`src/sewc_pkg.sv`:
```
package sewc_pkg;
	// register byte addresses on the bus
	localparam logic [7:0] ADDR_CTRL = 8'h00;
	localparam logic [7:0] ADDR_STATUS = 8'h04;
	localparam logic [7:0] ADDR_CORE_IRQ = 8'h08;
	localparam logic [7:0] ADDR_PEN1 = 8'h0C;
	localparam logic [7:0] ADDR_PEN2 = 8'h10;
	localparam logic [7:0] ADDR_PFL1 = 8'h14;
	localparam logic [7:0] ADDR_PFL2 = 8'h18;
	localparam logic [7:0] ADDR_IOCF = 8'h1C;
	localparam logic [7:0] ADDR_IOCN = 8'h20;
	localparam logic [7:0] ADDR_IOCP = 8'h24;
	localparam logic [7:0] ADDR_EVT = 8'h28;
	localparam logic [7:0] ADDR_MASK = 8'h2C;
	// control register fields
	localparam int CTRL_WDOG_EN = 0;
	localparam int CTRL_BROWN_EN = 1;
	localparam int CTRL_PIN_RST_EN = 2;
	localparam int CTRL_NOOST = 3;
	// watchdog enabled, every other control bit clear
	localparam logic [3:0] CTRL_RESET = 4'h1;
	// core interrupt control fields
	localparam int CI_GLOBAL_EN = 7;
	localparam int CI_PERIF_EN = 6;
	localparam int CI_EN_LSB = 3;
	localparam int CI_FLAG_LSB = 0;
	localparam int CI_SRC_N = 3;
	// event bits
	localparam int EV_ENTER = 0;
	localparam int EV_WAKE = 1;
	localparam int EV_NOP = 2;
	localparam int EV_RESET = 3;
	localparam int EV_W = 4;
	// start-up delay in oscillator periods
	localparam int OSC_STARTUP_PERIODS = 1024;
	// shortest delay the start-up assertion can watch, longest the
	// 16-bit counter can hold
	localparam int OST_CHECK_CYCLES = 8;
	localparam int OST_MAX_CYCLES = 65535;
	localparam logic [15:0] CNT_ONE = 16'h0001;
	localparam logic [15:0] IRQ_VECTOR = 16'h0004;
	localparam logic [15:0] PC_STEP = 16'h0001;
	typedef enum logic [1:0] {
		SEWC_RUN = 2'b00,
		SEWC_SLEEP = 2'b01,
		SEWC_OST = 2'b11
	} sewc_state_t;
endpackage : sewc_pkg

```
`src/sewc_top.sv`:
```
// Design decisions made here: the address map and register access over APB.
`timescale 1ns/1ps
`default_nettype none
module sewc_top #(
	parameter int OST_CYCLES = sewc_pkg::OSC_STARTUP_PERIODS,
	parameter int PORT_W = 8
) (
	input wire logic i_clk,
	input wire logic i_rst_n,
	input wire logic i_psel,
	input wire logic i_penable,
	input wire logic i_pwrite,
	input wire logic [7:0] i_paddr,
	input wire logic [31:0] i_pwdata,
	output logic o_pready,
	output logic [31:0] o_prdata,
	output logic o_pslverr,
	input wire logic i_sleep_exec,
	input wire logic [15:0] i_pc,
	input wire logic i_wdog_expire,
	input wire logic i_pin_rst_event,
	input wire logic i_brownout_event,
	input wire logic [7:0] i_ext_irq_flags,
	input wire logic [PORT_W-1:0] i_port_out,
	input wire logic [PORT_W-1:0] i_port_oe,
	output logic o_osc_en,
	output logic o_t1osc_en,
	output logic o_wdog_clear,
	output logic o_dev_reset,
	output logic o_resume,
	output logic o_vector,
	output logic [15:0] o_fetch_addr,
	output logic o_periph_clk_en,
	output logic [PORT_W-1:0] o_port_out,
	output logic [PORT_W-1:0] o_port_oe,
	output logic o_irq
);
	// the start-up counter is 16 bits wide and the delay assertion
	// watches eight cycles, so delays outside that span are refused
	initial begin
		if (OST_CYCLES < sewc_pkg::OST_CHECK_CYCLES)
			$error("sewc_top: start-up delay too short");
		if (OST_CYCLES > sewc_pkg::OST_MAX_CYCLES)
			$error("sewc_top: start-up delay too long");
		if (PORT_W < 1)
			$error("sewc_top: port width must be positive");
	end

	// whole block state in one record
	typedef struct packed {
		sewc_pkg::sewc_state_t st;
		logic [3:0] ctrl;
		logic pwrdn;
		logic tmo;
		logic [7:0] core_irq;
		logic [7:0] perif_en1;
		logic [7:0] perif_en2;
		logic [7:0] perif_fl1;
		logic [7:0] perif_fl2;
		logic [7:0] iocf;
		logic [7:0] iocn;
		logic [7:0] iocp;
		logic [4:0] evt;
		logic [4:0] mask;
		logic [15:0] cnt;
		logic [15:0] fetch;
		logic wdog_clr;
		logic rst;
		logic resume;
		logic vec;
		logic [PORT_W-1:0] pout;
		logic [PORT_W-1:0] poe;
		logic [31:0] rdata;
	} sewc_regs_t;

	sewc_regs_t r;
	sewc_regs_t next_r;

	// any source with both enable and flag set (peripheral sources also need the peripheral enable), or any pin-change flag alone; global enable ignored
	function automatic logic wake_pending(input sewc_regs_t s);
		logic core;
		logic peri;
		core = |(s.core_irq[sewc_pkg::CI_EN_LSB +: sewc_pkg::CI_SRC_N] &
			s.core_irq[sewc_pkg::CI_FLAG_LSB +: sewc_pkg::CI_SRC_N]);
		peri = s.core_irq[sewc_pkg::CI_PERIF_EN] &
			(|(s.perif_en1 & s.perif_fl1) | |(s.perif_en2 & s.perif_fl2));
		wake_pending = core | peri | |s.iocf;
	endfunction : wake_pending

	logic acc;
	logic wr;
	logic rd;
	logic irq_wake;
	logic wdog_en;
	logic wdog_wake;
	logic reset_wake;
	logic glob_en;
	logic [7:0] wdata;
	// bus phase decode
	assign acc = i_psel & i_penable;
	assign wr = acc & i_pwrite;
	assign rd = i_psel & ~i_penable & ~i_pwrite;
	assign wdata = i_pwdata[7:0];
	// combinational level only, so it works while the main clock is gated
	assign irq_wake = wake_pending(r);
	// wake and reset causes, each qualified by its own enable
	assign wdog_en = r.ctrl[sewc_pkg::CTRL_WDOG_EN];
	assign wdog_wake = i_wdog_expire & wdog_en;
	assign reset_wake =
		(i_pin_rst_event & r.ctrl[sewc_pkg::CTRL_PIN_RST_EN]) |
		(i_brownout_event & r.ctrl[sewc_pkg::CTRL_BROWN_EN]);
	assign glob_en = r.core_irq[sewc_pkg::CI_GLOBAL_EN];

	always_comb begin
		next_r = r;
		next_r.wdog_clr = 1'b0;
		next_r.rst = 1'b0;
		next_r.resume = 1'b0;
		next_r.vec = 1'b0;
		// hardware flag sets, applied before software writes
		next_r.core_irq[0] = r.core_irq[0] | i_ext_irq_flags[0];
		next_r.core_irq[1] = r.core_irq[1] | i_ext_irq_flags[1];
		next_r.perif_fl1 = r.perif_fl1 | {6'h0, i_ext_irq_flags[3:2]};
		// bus writes
		if (wr) begin
			unique case (i_paddr)
				sewc_pkg::ADDR_CTRL: next_r.ctrl = wdata[3:0];
				sewc_pkg::ADDR_CORE_IRQ: next_r.core_irq = wdata |
					{6'h0, i_ext_irq_flags[1:0]};
				sewc_pkg::ADDR_PEN1: next_r.perif_en1 = wdata;
				sewc_pkg::ADDR_PEN2: next_r.perif_en2 = wdata;
				sewc_pkg::ADDR_PFL1: next_r.perif_fl1 = wdata |
					{6'h0, i_ext_irq_flags[3:2]};
				sewc_pkg::ADDR_PFL2: next_r.perif_fl2 = wdata;
				sewc_pkg::ADDR_IOCF: next_r.iocf = r.iocf & wdata;
				sewc_pkg::ADDR_IOCN: next_r.iocn = wdata;
				sewc_pkg::ADDR_IOCP: next_r.iocp = wdata;
				sewc_pkg::ADDR_EVT: next_r.evt = r.evt & ~wdata[4:0];
				sewc_pkg::ADDR_MASK: next_r.mask = wdata[4:0];
				default: ;
			endcase
		end
		// pin-change flags from port inputs
		next_r.iocf = next_r.iocf | (i_ext_irq_flags[7:4] != 4'h0 ?
			(r.iocp | r.iocn) & {4'h0, i_ext_irq_flags[7:4]} : 8'h00);
		// standby sequencing
		unique case (r.st)
			sewc_pkg::SEWC_RUN: begin
				if (i_sleep_exec) begin
					next_r.fetch = 16'(i_pc + sewc_pkg::PC_STEP);
					if (irq_wake) begin
						// pending before: behaves as no-op
						next_r.evt[sewc_pkg::EV_NOP] = 1'b1;
					end else begin
						next_r.pwrdn = 1'b0;
						next_r.tmo = 1'b1;
						next_r.wdog_clr = wdog_en;
						next_r.pout = i_port_out;
						next_r.poe = i_port_oe;
						next_r.st = sewc_pkg::SEWC_SLEEP;
						next_r.evt[sewc_pkg::EV_ENTER] = 1'b1;
					end
				end
			end
			sewc_pkg::SEWC_SLEEP: begin
				// a reset request wins over any wake in the same cycle
				if (reset_wake) begin
					next_r.rst = 1'b1;
					next_r.pwrdn = 1'b1;
					next_r.st = sewc_pkg::SEWC_RUN;
					next_r.evt[sewc_pkg::EV_RESET] = 1'b1;
				end else if (wdog_wake | irq_wake) begin
					// interrupt arriving after entry wakes at once
					next_r.wdog_clr = 1'b1;
					if (wdog_wake) begin
						next_r.tmo = 1'b0;
						next_r.evt[sewc_pkg::EV_W] = 1'b1;
					end
					next_r.cnt = 16'(OST_CYCLES);
					next_r.evt[sewc_pkg::EV_WAKE] = 1'b1;
					next_r.st = r.ctrl[sewc_pkg::CTRL_NOOST] ?
						sewc_pkg::SEWC_RUN : sewc_pkg::SEWC_OST;
					if (r.ctrl[sewc_pkg::CTRL_NOOST]) begin
						next_r.resume = 1'b1;
						next_r.vec = glob_en & irq_wake;
					end
				end
			end
			sewc_pkg::SEWC_OST: begin
				// start-up wait before the core restarts
				next_r.cnt = 16'(r.cnt - sewc_pkg::CNT_ONE);
				if (r.cnt == sewc_pkg::CNT_ONE) begin
					next_r.resume = 1'b1;
					// vector only with global enable set
					next_r.vec = glob_en & irq_wake;
					next_r.st = sewc_pkg::SEWC_RUN;
				end
			end
			default: next_r.st = sewc_pkg::SEWC_RUN;
		endcase
		// read data captured in setup phase and held through the access
		// phase, so the master takes a settled word at its pready edge
		// instead of racing the register update on that edge
		next_r.rdata = acc ? r.rdata : 32'h0000_0000;
		if (rd) begin
			unique case (i_paddr)
				sewc_pkg::ADDR_CTRL: next_r.rdata = {28'h0, r.ctrl};
				sewc_pkg::ADDR_STATUS: next_r.rdata = {26'h0, r.st, 2'b00,
					r.tmo, r.pwrdn};
				sewc_pkg::ADDR_CORE_IRQ: next_r.rdata = {24'h0, r.core_irq};
				sewc_pkg::ADDR_PEN1: next_r.rdata = {24'h0, r.perif_en1};
				sewc_pkg::ADDR_PEN2: next_r.rdata = {24'h0, r.perif_en2};
				sewc_pkg::ADDR_PFL1: next_r.rdata = {24'h0, r.perif_fl1};
				sewc_pkg::ADDR_PFL2: next_r.rdata = {24'h0, r.perif_fl2};
				sewc_pkg::ADDR_IOCF: next_r.rdata = {24'h0, r.iocf};
				sewc_pkg::ADDR_IOCN: next_r.rdata = {24'h0, r.iocn};
				sewc_pkg::ADDR_IOCP: next_r.rdata = {24'h0, r.iocp};
				sewc_pkg::ADDR_EVT: next_r.rdata = {27'h0, r.evt};
				sewc_pkg::ADDR_MASK: next_r.rdata = {27'h0, r.mask};
				default: next_r.rdata = 32'h0000_0000;
			endcase
		end
	end

	// power-up values: power-down flag and timeout flag set
	always_ff @(posedge i_clk) begin
		if (!i_rst_n) begin
			r <= '0;
			r.st <= sewc_pkg::SEWC_RUN;
			r.pwrdn <= 1'b1;
			r.tmo <= 1'b1;
			r.ctrl <= sewc_pkg::CTRL_RESET;
			r.fetch <= 16'h0000;
		end else begin
			r <= next_r;
		end
	end

	// every access completes in one cycle and is never refused
	assign o_pready = 1'b1;
	assign o_pslverr = 1'b0;
	assign o_prdata = r.rdata;

	// clock gating: only the low-power timer oscillator survives standby
	assign o_osc_en = (r.st != sewc_pkg::SEWC_SLEEP);
	assign o_t1osc_en = 1'b1;
	assign o_periph_clk_en = (r.st == sewc_pkg::SEWC_RUN);
	// core-facing pulses, one cycle each, straight from flip-flops; the fetch address is a mux of the vector and the stored fetch
	assign o_wdog_clear = r.wdog_clr;
	assign o_dev_reset = r.rst;
	assign o_resume = r.resume;
	assign o_vector = r.vec;
	assign o_fetch_addr = r.vec ? sewc_pkg::IRQ_VECTOR : r.fetch;
	// pins frozen while asleep or waiting on the oscillator
	assign o_port_out = (r.st == sewc_pkg::SEWC_RUN) ? i_port_out : r.pout;
	assign o_port_oe = (r.st == sewc_pkg::SEWC_RUN) ? i_port_oe : r.poe;
	// level interrupt from sticky events under the mask
	assign o_irq = |(r.evt & r.mask);

	// assertions
	sleep_flags_a: assert property (@(posedge i_clk) disable iff (!i_rst_n)
		r.st == sewc_pkg::SEWC_RUN && i_sleep_exec && !irq_wake |=>
		!r.pwrdn && r.tmo && r.st == sewc_pkg::SEWC_SLEEP)
		else $error("standby entry flags wrong");
	nop_sleep_a: assert property (@(posedge i_clk) disable iff (!i_rst_n)
		r.st == sewc_pkg::SEWC_RUN && i_sleep_exec && irq_wake |=>
		$stable(r.pwrdn) && r.st == sewc_pkg::SEWC_RUN &&
		!o_wdog_clear)
		else $error("pending interrupt did not make standby a no-op");
	osc_off_a: assert property (@(posedge i_clk) disable iff (!i_rst_n)
		r.st == sewc_pkg::SEWC_SLEEP |-> !o_osc_en && o_t1osc_en)
		else $error("oscillator running in standby");
	reset_wake_a: assert property (@(posedge i_clk) disable iff (!i_rst_n)
		r.st == sewc_pkg::SEWC_SLEEP && i_pin_rst_event &&
		r.ctrl[sewc_pkg::CTRL_PIN_RST_EN] |=>
		o_dev_reset && !o_resume)
		else $error("reset pin wake did not reset");
	wdt_wake_a: assert property (@(posedge i_clk) disable iff (!i_rst_n)
		r.st == sewc_pkg::SEWC_SLEEP && wdog_wake && !reset_wake |=>
		!r.tmo && o_wdog_clear)
		else $error("watchdog wake flags wrong");
	prefetch_a: assert property (@(posedge i_clk) disable iff (!i_rst_n)
		r.st == sewc_pkg::SEWC_RUN && i_sleep_exec |=>
		r.fetch == 16'($past(i_pc) + sewc_pkg::PC_STEP))
		else $error("prefetch address wrong");
	ost_len_a: assert property (@(posedge i_clk) disable iff (!i_rst_n)
		$rose(r.st == sewc_pkg::SEWC_OST) |-> !o_resume [*8])
		else $error("resume before start-up delay");
	port_hold_a: assert property (@(posedge i_clk) disable iff (!i_rst_n)
		r.st == sewc_pkg::SEWC_SLEEP |-> $stable(o_port_out) &&
		$stable(o_port_oe))
		else $error("ports changed in standby");
	vec_gie_a: assert property (@(posedge i_clk) disable iff (!i_rst_n)
		o_vector |-> $past(glob_en) && o_resume)
		else $error("vectored without global enable");
	clk_gate_a: assert property (@(posedge i_clk) disable iff (!i_rst_n)
		r.st != sewc_pkg::SEWC_RUN |-> !o_periph_clk_en)
		else $error("peripheral clock running in standby");
	reset_flag_a: assert property (@(posedge i_clk) disable iff (!i_rst_n)
		o_dev_reset |-> r.pwrdn && r.st == sewc_pkg::SEWC_RUN)
		else $error("reset wake left power-down flag clear");
	wake_clr_a: assert property (@(posedge i_clk) disable iff (!i_rst_n)
		r.st == sewc_pkg::SEWC_SLEEP && irq_wake && !reset_wake |=>
		o_wdog_clear && r.st != sewc_pkg::SEWC_SLEEP)
		else $error("interrupt wake did not clear watchdog");
	sleep_c: cover property (@(posedge i_clk) r.st == sewc_pkg::SEWC_SLEEP);
	vec_c: cover property (@(posedge i_clk) o_vector);
	rst_c: cover property (@(posedge i_clk) o_dev_reset);
	nop_c: cover property (@(posedge i_clk)
		r.st == sewc_pkg::SEWC_RUN && i_sleep_exec && irq_wake);
	ost_c: cover property (@(posedge i_clk)
		r.st == sewc_pkg::SEWC_OST && o_resume == 1'b0);
endmodule : sewc_top
`default_nettype wire

```
`config.mk`:
```
export PLATFORM = sky130hd
export DESIGN_NAME = sewc_top
export DESIGN_NICKNAME = d
export VERILOG_FILES = /design/src/sewc_pkg.sv /design/src/sewc_top.sv
export SDC_FILE = /design/constraint.sdc
export NUM_CORES = 1
export LEC_CHECK = 0
export BUFFER_PORTS_ARGS = -buffer_cell sky130_fd_sc_hd__buf_2
export CAP_MARGIN = 20
export CELL_PAD_IN_SITES_DETAIL_PLACEMENT = 1
export CELL_PAD_IN_SITES_GLOBAL_PLACEMENT = 1
export CORE_MARGIN = 2
export CORE_UTILIZATION = 35
export CTS_BUF_LIST = sky130_fd_sc_hd__clkbuf_2
export DETAILED_ROUTE_END_ITERATION = 16
export PLACE_DENSITY = 0.72
export SLEW_MARGIN = 10
export SYNTH_ARGS = -nofsm -noshare
export SYNTH_HDL_FRONTEND = slang
export SYNTH_SLANG_ARGS = --single-unit
export TNS_END_PERCENT = 50
```
`constraint.sdc`:
```
create_clock -name i_clk -period 4.6 [get_ports i_clk]
set_input_delay 0.92 -clock i_clk [delete_from_list [all_inputs] [get_ports i_clk]]
set_output_delay 0.92 -clock i_clk [all_outputs]
set_load 0.02 [all_outputs]
```
# Word-level counts from Yosys, hierarchy flattened

Index checks and enable logic that the tools add are counted.

Add/subtract/negate cells: 2
Equal/unequal tests: 24
Multiplexer cells: 58
Reductions and logical operators: 25
Bitwise gates (word level): 32

Operators by type and width:

| kind                    | number |
|---|---|
| $pmux W8 S12            | 1 |
| $mux W8                 | 10 |
| $mux W68                | 1 |
| $mux W32                | 2 |
| $mux W16                | 3 |
| $eq A8 B5 Y1 const B    | 4 |
| $eq A8 B6 Y1 const B    | 4 |
| $pmux W16 S2            | 1 |
| $and A8 B8 Y8           | 3 |
| $mux W2                 | 12 |
| $or A8 B2 Y8            | 3 |
| $reduce_or A8 Y1        | 3 |
| $mux W1                 | 22 |
| $reduce_and A2 Y1       | 10 |
| $add A16 B1 Y16 const B | 1 |
| $eq A16 B1 Y1 const B   | 1 |
| $eq A8 B4 Y1 const B    | 2 |
| $or A8 B8 Y8            | 2 |
| $sub A16 B1 Y16 const B | 1 |
| $ne A2 B2 Y1 const B    | 7 |
| $and A5 B5 Y5           | 2 |
| $mux W5                 | 2 |
| $and A1 B1 Y1           | 9 |
| $and A8 B4 Y8           | 1 |
| 21 further kinds        | 34 |

Bits of input ports: 89
Logic and storage cells: 165
Register bits: 166

# Logic depth before layout (Yosys ltp)

Gate-level depths: netlist (run 1).

Word-level depth: 11
Mapped depth: 8

# Worst setup path before layout (run 1)

No wires, ideal clock.

Path kind: reg2out
Start point: register r[165] (netlist name)
End point: output o_port_oe[0]
Arrival: 1701 ps
Cell stages (with the launch flop): 4
Setup slack: 1979 ps
Cell sequence: dfxtp_1 -> nor2_1 -> clkbuf_1 -> mux2_2

Longest elaborated chain between the ends: 2

Ends and longest elaborated chain:

| item                   | RTL line        | text |
|---|---|---|
| start, declared        | sewc_top.sv:76  | `sewc_regs_t r;` |
| start signal, assigned | sewc_top.sv:235 | `r <= next_r;` |
| $logic_not A2 Y1       | n/a             |  |
| net o_periph_clk_en    | sewc_top.sv:33  | `output logic o_periph_clk_en,` |
| $mux W8                | sewc_top.sv:256 | `assign o_port_oe = (r.st == sewc_pkg::SEWC_RUN) ? i_port_oe : r.poe;` |
| end, declared          | sewc_top.sv:35  | `output logic [PORT_W-1:0] o_port_oe,` |

The timed path passes the listed nets, and every way through them passes these cells.

# Worst setup path in the final report (run 1)

Start point: register r[165] (netlist name)
End point: output o_port_out[6]

Longest elaborated chain between the ends: 2

Ends and longest elaborated chain:

| item             | RTL line        | text |
|---|---|---|
| $logic_not A2 Y1 | sewc_top.sv:255 | `assign o_port_out = (r.st == sewc_pkg::SEWC_RUN) ? i_port_out : r.pout;` |
| $mux W8          | sewc_top.sv:255 |  |
| end, declared    | sewc_top.sv:34  | `output logic [PORT_W-1:0] o_port_out,` |

Every way passes these cells.

==> results by group, run 1 <==
Detailed routing
  • Drt drc: 0
  • Pre-antenna DRT Iters: 4
  • Routed wire per std cell: 18.8 µm
  • Antenna-violating nets left: 0
  • Vias post-DR: around 6,800
  • Vias per cell: roughly 5.5
  • Drt total wl: 23.4 mm
  • Starting DRC count in detailed routing: a little over 500

Timing
  • Max-slew violations: 0
  • WHS: approximately 0.36 ns
  • Hold Violations, Final: 0
  • Rel. slew slack: 0.480
  • RSZ-0062 raised after global routing: false
  • Worst-margin pin slew: slightly below 0.8 ns
  • Final worst path period share: 0.693
  • Setup TNS Final: 0 ns
  • Period minus WS final: 3.19 ns
  • F_max: 0.314 GHz
  • Skew final: 0.0401 ns
  • Setup Viol. Count Final: 0

Setup path
  • Worst path arrival time: 2.27 ns
  • Crit path cell chain: nor2_1 > buf_4 > mux2_2 > buf_2
  • CP max FO: 19
  • Critical-path top delay cell: dfxtp_1
  • Max stage delay on crit path: 0.53 ns
  • Kind of start point of the critical path: flop
  • CP Capture Type: primary output
  • Critical setup path kind: reg2out
  • Cell family with most CP delay: flip-flops
  • Data required time of the critical path: roughly 3.7 ns
  • Worst path bufs/invs: 2

Floorplanning
  • Die height: about 150 µm
  • Full die area: 0.0221 mm²
  • Ports: 163
  • Core box area: 0.0204 mm²
  • DIE WIDTH: 149 µm
  • Starting density of the core: 0.359
  • Site Rows: 52

Flow run
  • Number of max-cap violations: 0

Clocking
  • CTS tree: done
  • CTS sink count: 142
  • Worst-Skew Late Latency: just under 0.8 ns
  • H-tree level count: 4
  • # hold bufs at CTS: 0
  • Post-CTS repair timing setup buffer count: 0
  • Worst-path clk slew: 0.24 ns
  • Clock tree buffer depth: 2
  • Total CTS buffers: 17
  • Clock Tree Root: clkbuf_2
  • Post_cts resized: 0

Cells and area
  • Post-Layout Cell Count: 1,249
  • Layout area overhead: 13.2%
  • Nets: 1,056
  • Share of layout cells above drive strength 1: 0.201

Power and ir drop
  • Comb pwr share: 0.192
  • Net Sw Frac: 0.328
  • Clock power share: 0.310
  • Internal power: roughly 1.8 mW
  • Sw power: 0.871 mW
  • Leak: 3.17 nW
  • Flop pwr share: 0.498
  • PD cells: 321 mW/mm²
  • VDD IR max: 0.000126 V

Placed design
  • Hpwl dp: about 17 mm
  • IO buf count: roughly 110
  • Gpl congestion: between 0.8 and 0.9
  • Dpl cells: 1,215

Synth
  • Ys flop type: dfxtp_1
  • Synth top area share: 0.389
  • Async set or reset register ratio after synthesis: 0
  • Post-synth cell types: 60
  • Synth top area cells: dfxtp_1, mux2i_1, a21oi_1, nor2_1, nand2_1
  • Yosys Warn Count: 0
  • #FFs+latches synth: 142
  • Cell Area, Synth: between 0.007 and 0.008 mm²
  • Avg Cell Area, Syn: 8.27 µm²
  • Seq/Total Area, Yosys: 0.389
  • Post-synth EDFFs: 0
  • Post-synthesis cell count: 884
  • Biggest area consumer among synthesized cells: dfxtp_1

GRT
  • GR Util All Layers: 0.215
  • Vias in the first global route: 6,716
  • Initial antenna violation count: 1
  • Grt total ovfl: 0
  • First-pass GRT wire length: 37.1 mm
  • Largest net degree at the start of global routing: between 80 and 90

Min path
  • Worst hold-check path type: in2reg

Status
  • Status: complete, no violations
-- state kept, by name, summed over array words and instances, names as in the netlist --
name / count
o_resume: 1
o_vector: 1
o_prdata: 8
o_dev_reset: 1
glob_en: 1
r: 129
o_wdog_clear: 1
-- cells by family (layout without fill, tap and decap cells) --
| logic type | Yosys count | in the layout | synth area share |
|---|---|---|---|
| XOR/XNOR | 14 | 14 | 0.0168 |
| multiplexers | 83 | 83 | 0.120 |
| flip-flops | 142 | 142 | 0.389 |
| buffers and inverters | 112 | 180 | 0.0772 |
| AND/OR/NAND/NOR | 325 | 325 | 0.212 |
| adder cells (fa/ha/maj) | 3 | 3 | 0.00513 |
| other | 2 | 29 | 0.00103 |
| AO/OA/AOI/OAI | 203 | 203 | 0.179 |
-- routing by layer --
layer  vias up  global-route usage  share of wire
met5         -                   0              0
met4         0              0.0667          0.017
met3        27              0.0500          0.066
met2       210               0.331           0.45
met1      3315               0.299           0.46
li1       3264                   -              -
-- cells in the mapped netlist, types with 3 or more instances --
master    number
a211oi_1      17
ha_1           3
or3_1          6
a22oi_1       12
nand4_1        5
a221oi_1       6
buf_1          3
o21ai_0       24
mux2_2        18
clkbuf_1      45
o31ai_1        5
nand2b_1       7
mux2i_1       63
nand2_1       83
or4_1          4
o22ai_1        6
dfxtp_1      142
xnor2_1        7
nor2_1        95
buf_2         10
o211a_1        5
a22o_1         7
and2_1         3
and3_1         7
nor4b_2        3
a31oi_1        5
o221ai_1       4
nor4_1         8
nor2b_1       18
buf_4         35
inv_1         18
xor2_1         7
o211ai_1      18
a21oi_1       77
nor3_1        12
nand3_1       62
-- metrics by stage --
step	instance area [µm²]	setup WS [ns]	power (mW)	utilization
finish	8280	1.41	2.65	0.407
CTS	8270	1.33	2.69	0.406
detailed placement	8000	1.49	1.86	0.393
global route	8280	1.21	2.80	0.406
floorplan	7410	1.98	1.70	-
global placement	8000	1.49	1.84	0.393
-- worst reg2reg max path: stages, from the launching register on --
cell	delay, ns
dfxtp_1	0.38
a22o_1	0.23
a221oi_1	0.30
nand4_1	0.39
a21oi_2	0.53
buf_4	0.33
nor2_1	0.09
o31a_1	0.29
-- power by group through the flow --
| stage | sequential, mW | clock, mW | combinational, mW |
|---|---|---|---|
| 2_1_floorplan | 1.33 | 0 | 0.375 |
| 3_3_place_gp | 1.34 | 0 | 0.500 |
| 3_5_place_dp | 1.35 | 0 | 0.510 |
| 4_1_cts | 1.32 | 0.854 | 0.512 |
| 5_1_grt | 1.33 | 0.908 | 0.560 |
| 6_report | 1.32 | 0.824 | 0.508 |
-- path summary, 6_finish.rpt --
path	slack, ns	startpoint	cells after the start	endpoint
worst max register to register	2.01	r[136]$_SDFFE_PN0P_	7	r[78]$_SDFFE_PN0P_
worst max-delay path	1.41	r[165]$_SDFFE_PN0P_	4	o_port_out[6]
worst min-delay path	0.36	i_ext_irq_flags[1]	3	r[151]$_SDFF_PN0_
worst min register to register	0.47	r[53]$_SDFFE_PN0P_	2	r[53]$_SDFFE_PN0P_
-- cell type report --
| cell class | instances | area [µm²] |
|---|---|---|
| Timing Repair Buffer | 129 | 703 |
| Inverter | 19 | 72.6 |
| Clock inverter | 15 | 189 |
| Antenna cell | 2 | 5.00 |
| Fill cell | 2499 | 12100 |
| Sequential cell | 142 | 2840 |
| Multi-Input combinational cell | 655 | 4040 |
| Tap cell | 270 | 338 |
| Clock buffer | 17 | 85.1 |
-- cell usage in the layout, fill, tap and decap left out, types with 7 or more instances in the layout --
| master | count |
|---|---|
| xnor2_1 | 7 |
| nand2_1 | 83 |
| a211oi_1 | 16 |
| buf_4 | 17 |
| and3_1 | 7 |
| conb_1 | 27 |
| nor4_1 | 8 |
| buf_2 | 111 |
| a22o_1 | 7 |
| a21oi_1 | 76 |
| xor2_1 | 7 |
| dfxtp_1 | 142 |
| nand2b_1 | 7 |
| o211ai_1 | 18 |
| nor3_1 | 11 |
| clkbuf_2 | 17 |
| a22oi_1 | 12 |
| mux2_2 | 18 |
| nand3_1 | 62 |
| inv_1 | 18 |
| nor2_1 | 95 |
| o21ai_0 | 24 |
| mux2i_1 | 63 |
| nor2b_1 | 18 |
(Power assumes the default switching activity.)
==> inputs of run 2 (changes only) <==
Settings changed: PLACE_DENSITY 0.72 to 0.75.
Clock period 4.6 ns to 2.8 ns, I/O delays scaled along.
==> results by group, run 2 (synthesized netlist as in run 1, its figures left out) <==
Status
  • Status: complete, no violations

Setup path
  • RR Startpoint: r[134]$_SDFFE_PN0P_
  • CP max FO: 13 (-6)
  • Critical-path top delay cell: dfxtp_4
  • Worst path arrival time: 2.11 ns (-0.16 ns)
  • R2R setup slack: 0.36 ns (-1.65 ns)
  • R2R cell count: 7 (unchanged)
  • Kind of start point of the critical path: flop
  • Max stage delay on crit path: 0.46 ns (-0.07 ns)
  • Worst R2R End: r[80]$_SDFFE_PN0P_
  • Data required time of the critical path: 2.24 ns (-1.44 ns)
  • Crit path cell chain: nor2_4 > buf_4 > mux2_2 > buf_2
  • Critical setup path kind: reg2out
  • CP Capture Type: primary output

Timing
  • Setup TNS Final: 0 ns (unchanged)
  • Period minus WS final: 2.67 ns
  • Worst-margin pin slew: 0.715 ns (-0.0621 ns)
  • Hold Violations, Final: 0 (unchanged)
  • Final worst path period share: 0.954
  • Final worst slack: 0.129 ns (-1.28 ns)
  • F_max: 0.374 GHz
  • RSZ-0062 raised after global routing: false
  • Max-slew violations: 0 (unchanged)
  • Skew final: 0.0479 ns (+0.00773 ns)
  • Rel. slew slack: 0.519 (+0.0385)
  • WHS: 0.0640 ns (-0.291 ns)
  • Setup Viol. Count Final: 0 (unchanged)

Power and ir drop
  • VDD IR max: 0.000220 V (+75%)
  • Pwr Total: 4.47 mW (+68%)
  • Leak: 3.31 nW (+4.4%)
  • PD cells: 521 mW/mm² (+63%)

Detailed routing
  • Vias post-DR: 7,002 (+2.7%)
  • Antenna-violating nets left: 0 (unchanged)
  • Drt total wl: 24.5 mm (+4.4%)
  • Drt drc: 0 (unchanged)
  • Vias per cell: 5.48 (+0.48%)
  • Starting DRC count in detailed routing: 509 (+1.2%)
  • Pre-antenna DRT Iters: 4 (unchanged)
  • Routed wire per std cell: 19.2 µm (+2.1%)

Min path
  • Worst hold-check path type: in2reg
  • Worst Hold Depth: 3 (unchanged)
  • Hold Startpoint: i_ext_irq_flags[3]
  • Worst Hold Path EP: r[127]$_SDFF_PN0_

Placed design
  • Dpl cells: 1,229 (+1.2%)
  • Pre-CTS WS: 0.369 ns (-1.12 ns)
  • Gpl congestion: 0.915 (+3.1%)
  • Dpl cell area: 0.00812 mm² (+1.5%)
  • Hpwl dp: 17.2 mm (+1.4%)
  • IO buf count: 111 (unchanged)

Clocking
  • Clock tree buffer depth: 2 (unchanged)
  • H-tree level count: 4 (unchanged)
  • Total CTS buffers: 17 (unchanged)
  • Clock Tree Root: clkbuf_2
  • CTS sink count: 142 (unchanged)
  • Worst-Skew Late Latency: 0.77 ns (about the same)
  • CTS tree: done
  • Worst-path clk slew: 0.23 ns (about the same)
  • Post-CTS repair timing setup buffer count: 0 (unchanged)

GRT
  • Vias in the first global route: 7,016 (+4.5%)
  • Initial antenna violation count: 1 (unchanged)
  • GR Util All Layers: 0.222 (+0.00680)
  • First-pass GRT wire length: 38.5 mm (+3.8%)
  • Grt total ovfl: 0 (unchanged)
  • Largest net degree at the start of global routing: 115 (+34%)

Cells and area
  • Commonest non-fill, non-tap cells in the layout: dfxtp_1, buf_2, nor2_1
  • Nets: 1,085 (+2.7%)
  • Commonest non-fill, non-tap cell in the layout: dfxtp_1
  • Share of layout cells above drive strength 1: 0.212 (+0.0111)
  • Post-Layout Cell Count: 1,277 (+2.2%)
  • Final Util: 0.421 (+0.0146)
  • Filler cells: 2,454 (-1.8%)
  • Max reg flops: 129 (unchanged)
  • Layout area overhead: 17.3%
  • Most flops, register: r
  • Post-route cell area: 0.00858 mm² (+3.6%)

Floorplanning
  • Ports: 163 (unchanged)
  • Starting density of the core: 0.359 (unchanged)
  • Die height: 149 µm (unchanged)
  • Full die area: 0.0221 mm² (unchanged)
  • Core box area: 0.0204 mm² (unchanged)
  • DIE WIDTH: 149 µm (unchanged)
  • Site Rows: 52 (unchanged)

Flow run
  • Number of max-cap violations: 0 (unchanged)
==> run 2: changes by cell type in the layout (fill, tap and decap cells not counted), sizes merged, moves of 2 or more <==
| cell | change |
|---|---|
| buf | +15 |
| dlygate4sd3 | +14 |
| clkinv | -2 |
| clkinvlp | +2 |
| inv | -2 |
==> run 2: metal layers <==
layer | vias to the layer above | GRT usage | wire, µm | share of wire
li1 | 3308 | - | - | -
met1 | 3404 | 0.303 | 11200 | 0.46
met2 | 250 | 0.353 | 11200 | 0.46
met3 | 40 | 0.0420 | 1510 | 0.062
met4 | 0 | 0.0748 | 578 | 0.024
met5 | - | 0 | 0 | 0
==> run 2: worst max-delay path by stage <==
| stage | slack (ns) | end | startpoint | depth (start not counted) |
|---|---|---|---|---|
| 2_1_floorplan | 0.54 | o_port_oe[0] | r[165]$_SDFFE_PN0P_ | 3 |
| 3_3_place_gp | 0.46 | r[72]$_SDFFE_PN0P_ | r[134]$_SDFFE_PN0P_ | 7 |
| 3_5_place_dp | 0.37 | r[80]$_SDFFE_PN0P_ | r[134]$_SDFFE_PN0P_ | 7 |
| 4_1_cts | 0.009 | o_port_oe[7] | r[165]$_SDFFE_PN0P_ | 4 |
| 5_1_grt | 0.003 | o_port_out[7] | r[165]$_SDFFE_PN0P_ | 4 |
| 6_report | 0.13 | o_port_out[7] | r[165]$_SDFFE_PN0P_ | 4 |
==> run 2: critical path: cells and delay by family, from the launching register on <==
family | cells | cell delay [ns]
buf+inv | 2 | 0.37
flops | 1 | 0.46
mux | 1 | 0.34
simple gates | 1 | 0.17
==> run 2: power breakdown <==
part	switching (mW)	internal, mW
Clock	0.819	0.592
Sequential	0.0670	2.11
Combinational	0.547	0.336
==> run 2: what timing repair did <==
action | 4_1_cts | 5_1_grt
hold buffers | 14 | 0
resized for setup | 2 | 7
gates cloned | 0 | 1
endpoints found under the hold margin | 14 | 0
endpoints found under the setup margin | 16 | 16
==> run 2: area by class of cell <==
cell class	count	area (µm²)	area share
Timing Repair Buffer	158	985	0.115
Antenna cell	1	2.50	0.000292
Clock inverter	14	193	0.0225
Multi-Input combinational cell	655	4050	0.472
Inverter	19	72.6	0.00846
Sequential cell	142	2850	0.332
Clock buffer	18	90.1	0.0105
Tap cell	270	338	0.0394
==> inputs of run 3 (changes only) <==
Settings changed: CELL_PAD_IN_SITES_DETAIL_PLACEMENT 1 to default, CELL_PAD_IN_SITES_GLOBAL_PLACEMENT 1 to default, PLACE_DENSITY 0.75 to 0.59.
==> results by group, run 3 (synthesized netlist as in run 1, its figures left out) <==
Status
  • Status: complete, no violations

Placed design
  • Pre-CTS WS: 0.345 ns (-0.0246 ns)
  • Hpwl dp: 15.7 mm (-8.8%)
  • IO buf count: 111 (unchanged)
  • Dpl cells: 1,227 (-0.16%)
  • Gpl congestion: 0.925 (+1.1%)

Floorplanning
  • DIE WIDTH: 149 µm (unchanged)
  • Core box area: 0.0204 mm² (unchanged)
  • Starting density of the core: 0.359 (unchanged)
  • Full die area: 0.0221 mm² (unchanged)
  • Ports: 163 (unchanged)
  • Site Rows: 52 (unchanged)
  • Die height: 149 µm (unchanged)

Timing
  • RSZ-0062 raised after global routing: false
  • Hold Violations, Final: 0 (unchanged)
  • F_max: 0.378 GHz (+0.95%)
  • Skew final: 0.0392 ns (-0.00867 ns)
  • Final worst path period share: 0.945 (-0.00895)
  • Max-slew violations: 0 (unchanged)
  • Period minus WS final: 2.65 ns (-0.0251 ns)
  • Rel. slew slack: 0.454 (-0.0642)
  • Worst-margin pin slew: 0.810 ns (+0.0953 ns)
  • Final worst slack: 0.154 ns (+0.0251 ns)
  • Setup TNS Final: 0 ns (unchanged)
  • Setup Viol. Count Final: 0 (unchanged)

Cells and area
  • Commonest non-fill, non-tap cells in the layout: dfxtp_1, buf_2, nor2_1
  • Max reg flops: 129 (unchanged)
  • Layout area overhead: 14.6%
  • Share of layout cells above drive strength 1: 0.206 (-0.00608)
  • Nets: 1,071 (-1.3%)
  • Filler cells: 2,090 (-15%)
  • Commonest non-fill, non-tap cell in the layout: dfxtp_1
  • Most flops, register: r
  • Post-Layout Cell Count: 1,263 (-1.1%)

Setup path
  • Critical setup path kind: reg2out
  • R2R cell count: 7 (unchanged)
  • Worst R2R End: r[72]$_SDFFE_PN0P_
  • CP Capture Type: primary output
  • Data required time of the critical path: 2.24 ns (about the same)
  • RR Startpoint: r[139]$_SDFFE_PN0P_
  • CP startpoint: r[165]$_SDFFE_PN0P_
  • R2R setup slack: 0.25 ns (-0.11 ns)
  • Kind of start point of the critical path: flop
  • Critical Path Sink: o_port_out[3]
  • CP max FO: 19 (+6)
  • Worst path arrival time: 2.09 ns (-0.02 ns)

GRT
  • GR Util All Layers: 0.198 (-0.0238)
  • Initial antenna violation count: 1 (unchanged)
  • Grt total ovfl: 0 (unchanged)
  • Vias in the first global route: 6,164 (-12%)
  • Largest net degree at the start of global routing: 49 (-57%)
  • First-pass GRT wire length: 34.0 mm (-12%)

Clocking
  • H-tree level count: 4 (unchanged)
  • Worst-path clk slew: 0.22 ns (about the same)
  • Clock tree buffer depth: 2 (unchanged)
  • Worst-Skew Late Latency: 0.72 ns (-0.05 ns)
  • CTS sink count: 142 (unchanged)
  • Clock Tree Root: clkbuf_2
  • Total CTS buffers: 17 (unchanged)
  • CTS tree: done

Detailed routing
  • Antenna-violating nets left: 0 (unchanged)
  • Starting DRC count in detailed routing: 523 (+2.8%)
  • Vias post-DR: 6,752 (-3.6%)
  • Drt total wl: 22.0 mm (-10%)
  • Vias per cell: 5.35 (-2.5%)
  • Pre-antenna DRT Iters: 8 (+4)
  • Routed wire per std cell: 17.4 µm (-9.1%)
  • Drt drc: 0 (unchanged)

Power and ir drop
  • VDD IR max: 0.000352 V (+60%)
  • Leak: 3.23 nW (-2.5%)
  • PD cells: 508 mW/mm² (-2.5%)

Min path
  • Worst hold-check path type: in2reg

Flow run
  • Number of max-cap violations: 0 (unchanged)
[run 3: cell types whose count changed in the layout (fill, tap and decap cells not counted), moves of 2 or more]
cell and delta:
buf_4 -2, clkinv_4 -2, dlygate4sd3_1 -11, clkinv_1 +5
[run 3: metal layers]
metal	wire (µm)	up-vias	global-route usage
met5	0	-	0
met4	515	0	0.0714
met3	1920	30	0.0494
met2	9460	302	0.293
met1	10100	3134	0.279
li1	-	3286	-
[run 3: worst min path at each step]
| stage | cells after the start | endpoint | start | slack (ns) |
|---|---|---|---|---|
| after global placement | 2 | r[53]$_SDFFE_PN0P_ | r[53]$_SDFFE_PN0P_ | 0.44 |
| after global routing | 3 | r[35]$_SDFFE_PN0P_ | i_port_oe[3] | 0.002 |
| after floorplan | 2 | r[53]$_SDFFE_PN0P_ | r[53]$_SDFFE_PN0P_ | 0.43 |
| after CTS | 3 | r[150]$_SDFF_PN0_ | i_ext_irq_flags[0] | 0.0002 |
| final | 3 | r[150]$_SDFF_PN0_ | i_ext_irq_flags[0] | 0.07 |
| after detailed placement | 2 | o_prdata[6]$_SDFFE_PN0P_ | o_prdata[6]$_SDFFE_PN0P_ | 0.44 |
[run 3: cell type report]
class                      count  area, µm²  share of cell area
multi-input combinational    655       4040               0.482
sequential                   142       2850               0.340
timing repair buffer         144        840               0.100
tap                          270        338              0.0403
clock inverter                14        150              0.0179
clock buffer                  18       90.1              0.0108
inverter                      19       72.6             0.00866
antenna                        1       2.50            0.000299
[run 3: power by group]
group / internal, mW / total [mW] / leakage (nW) / switching, mW
Clock: 0.484 / 1.24 / 0.137 / 0.760
Sequential: 2.10 / 2.17 / 1.15 / 0.0647
Combinational: 0.322 / 0.842 / 1.94 / 0.520
Total: 2.91 / 4.26 / 3.23 / 1.34
[run 3: through the flow]
step           area (µm²)  power (mW)   util  hold WS (ns)
6_report             8380        4.26  0.411        0.0669
5_1_grt              8380        4.47  0.411       0.00170
4_1_cts              8360        4.29  0.410      0.000188
3_5_place_dp         8100        3.04  0.398         0.443
3_3_place_gp         8100        3.04  0.398         0.441
2_1_floorplan        7410        2.80      -         0.432
[run 3: worst max-delay path, cell delays in order (launching register included)]
cell     delay, ns
dfxtp_4       0.45
nor2_1        0.16
buf_6         0.23
mux2_2        0.36
buf_2         0.16
[run 3: repair_timing]
| action | in CTS | in global routing |
|---|---|---|
| gates resized for setup | 2 | 2 |
| endpoints found under the setup margin | 16 | 16 |
| hold buffers | 2 | 1 |
| buffers inserted | 0 | 0 |
| endpoints found under the hold margin | 2 | 1 |
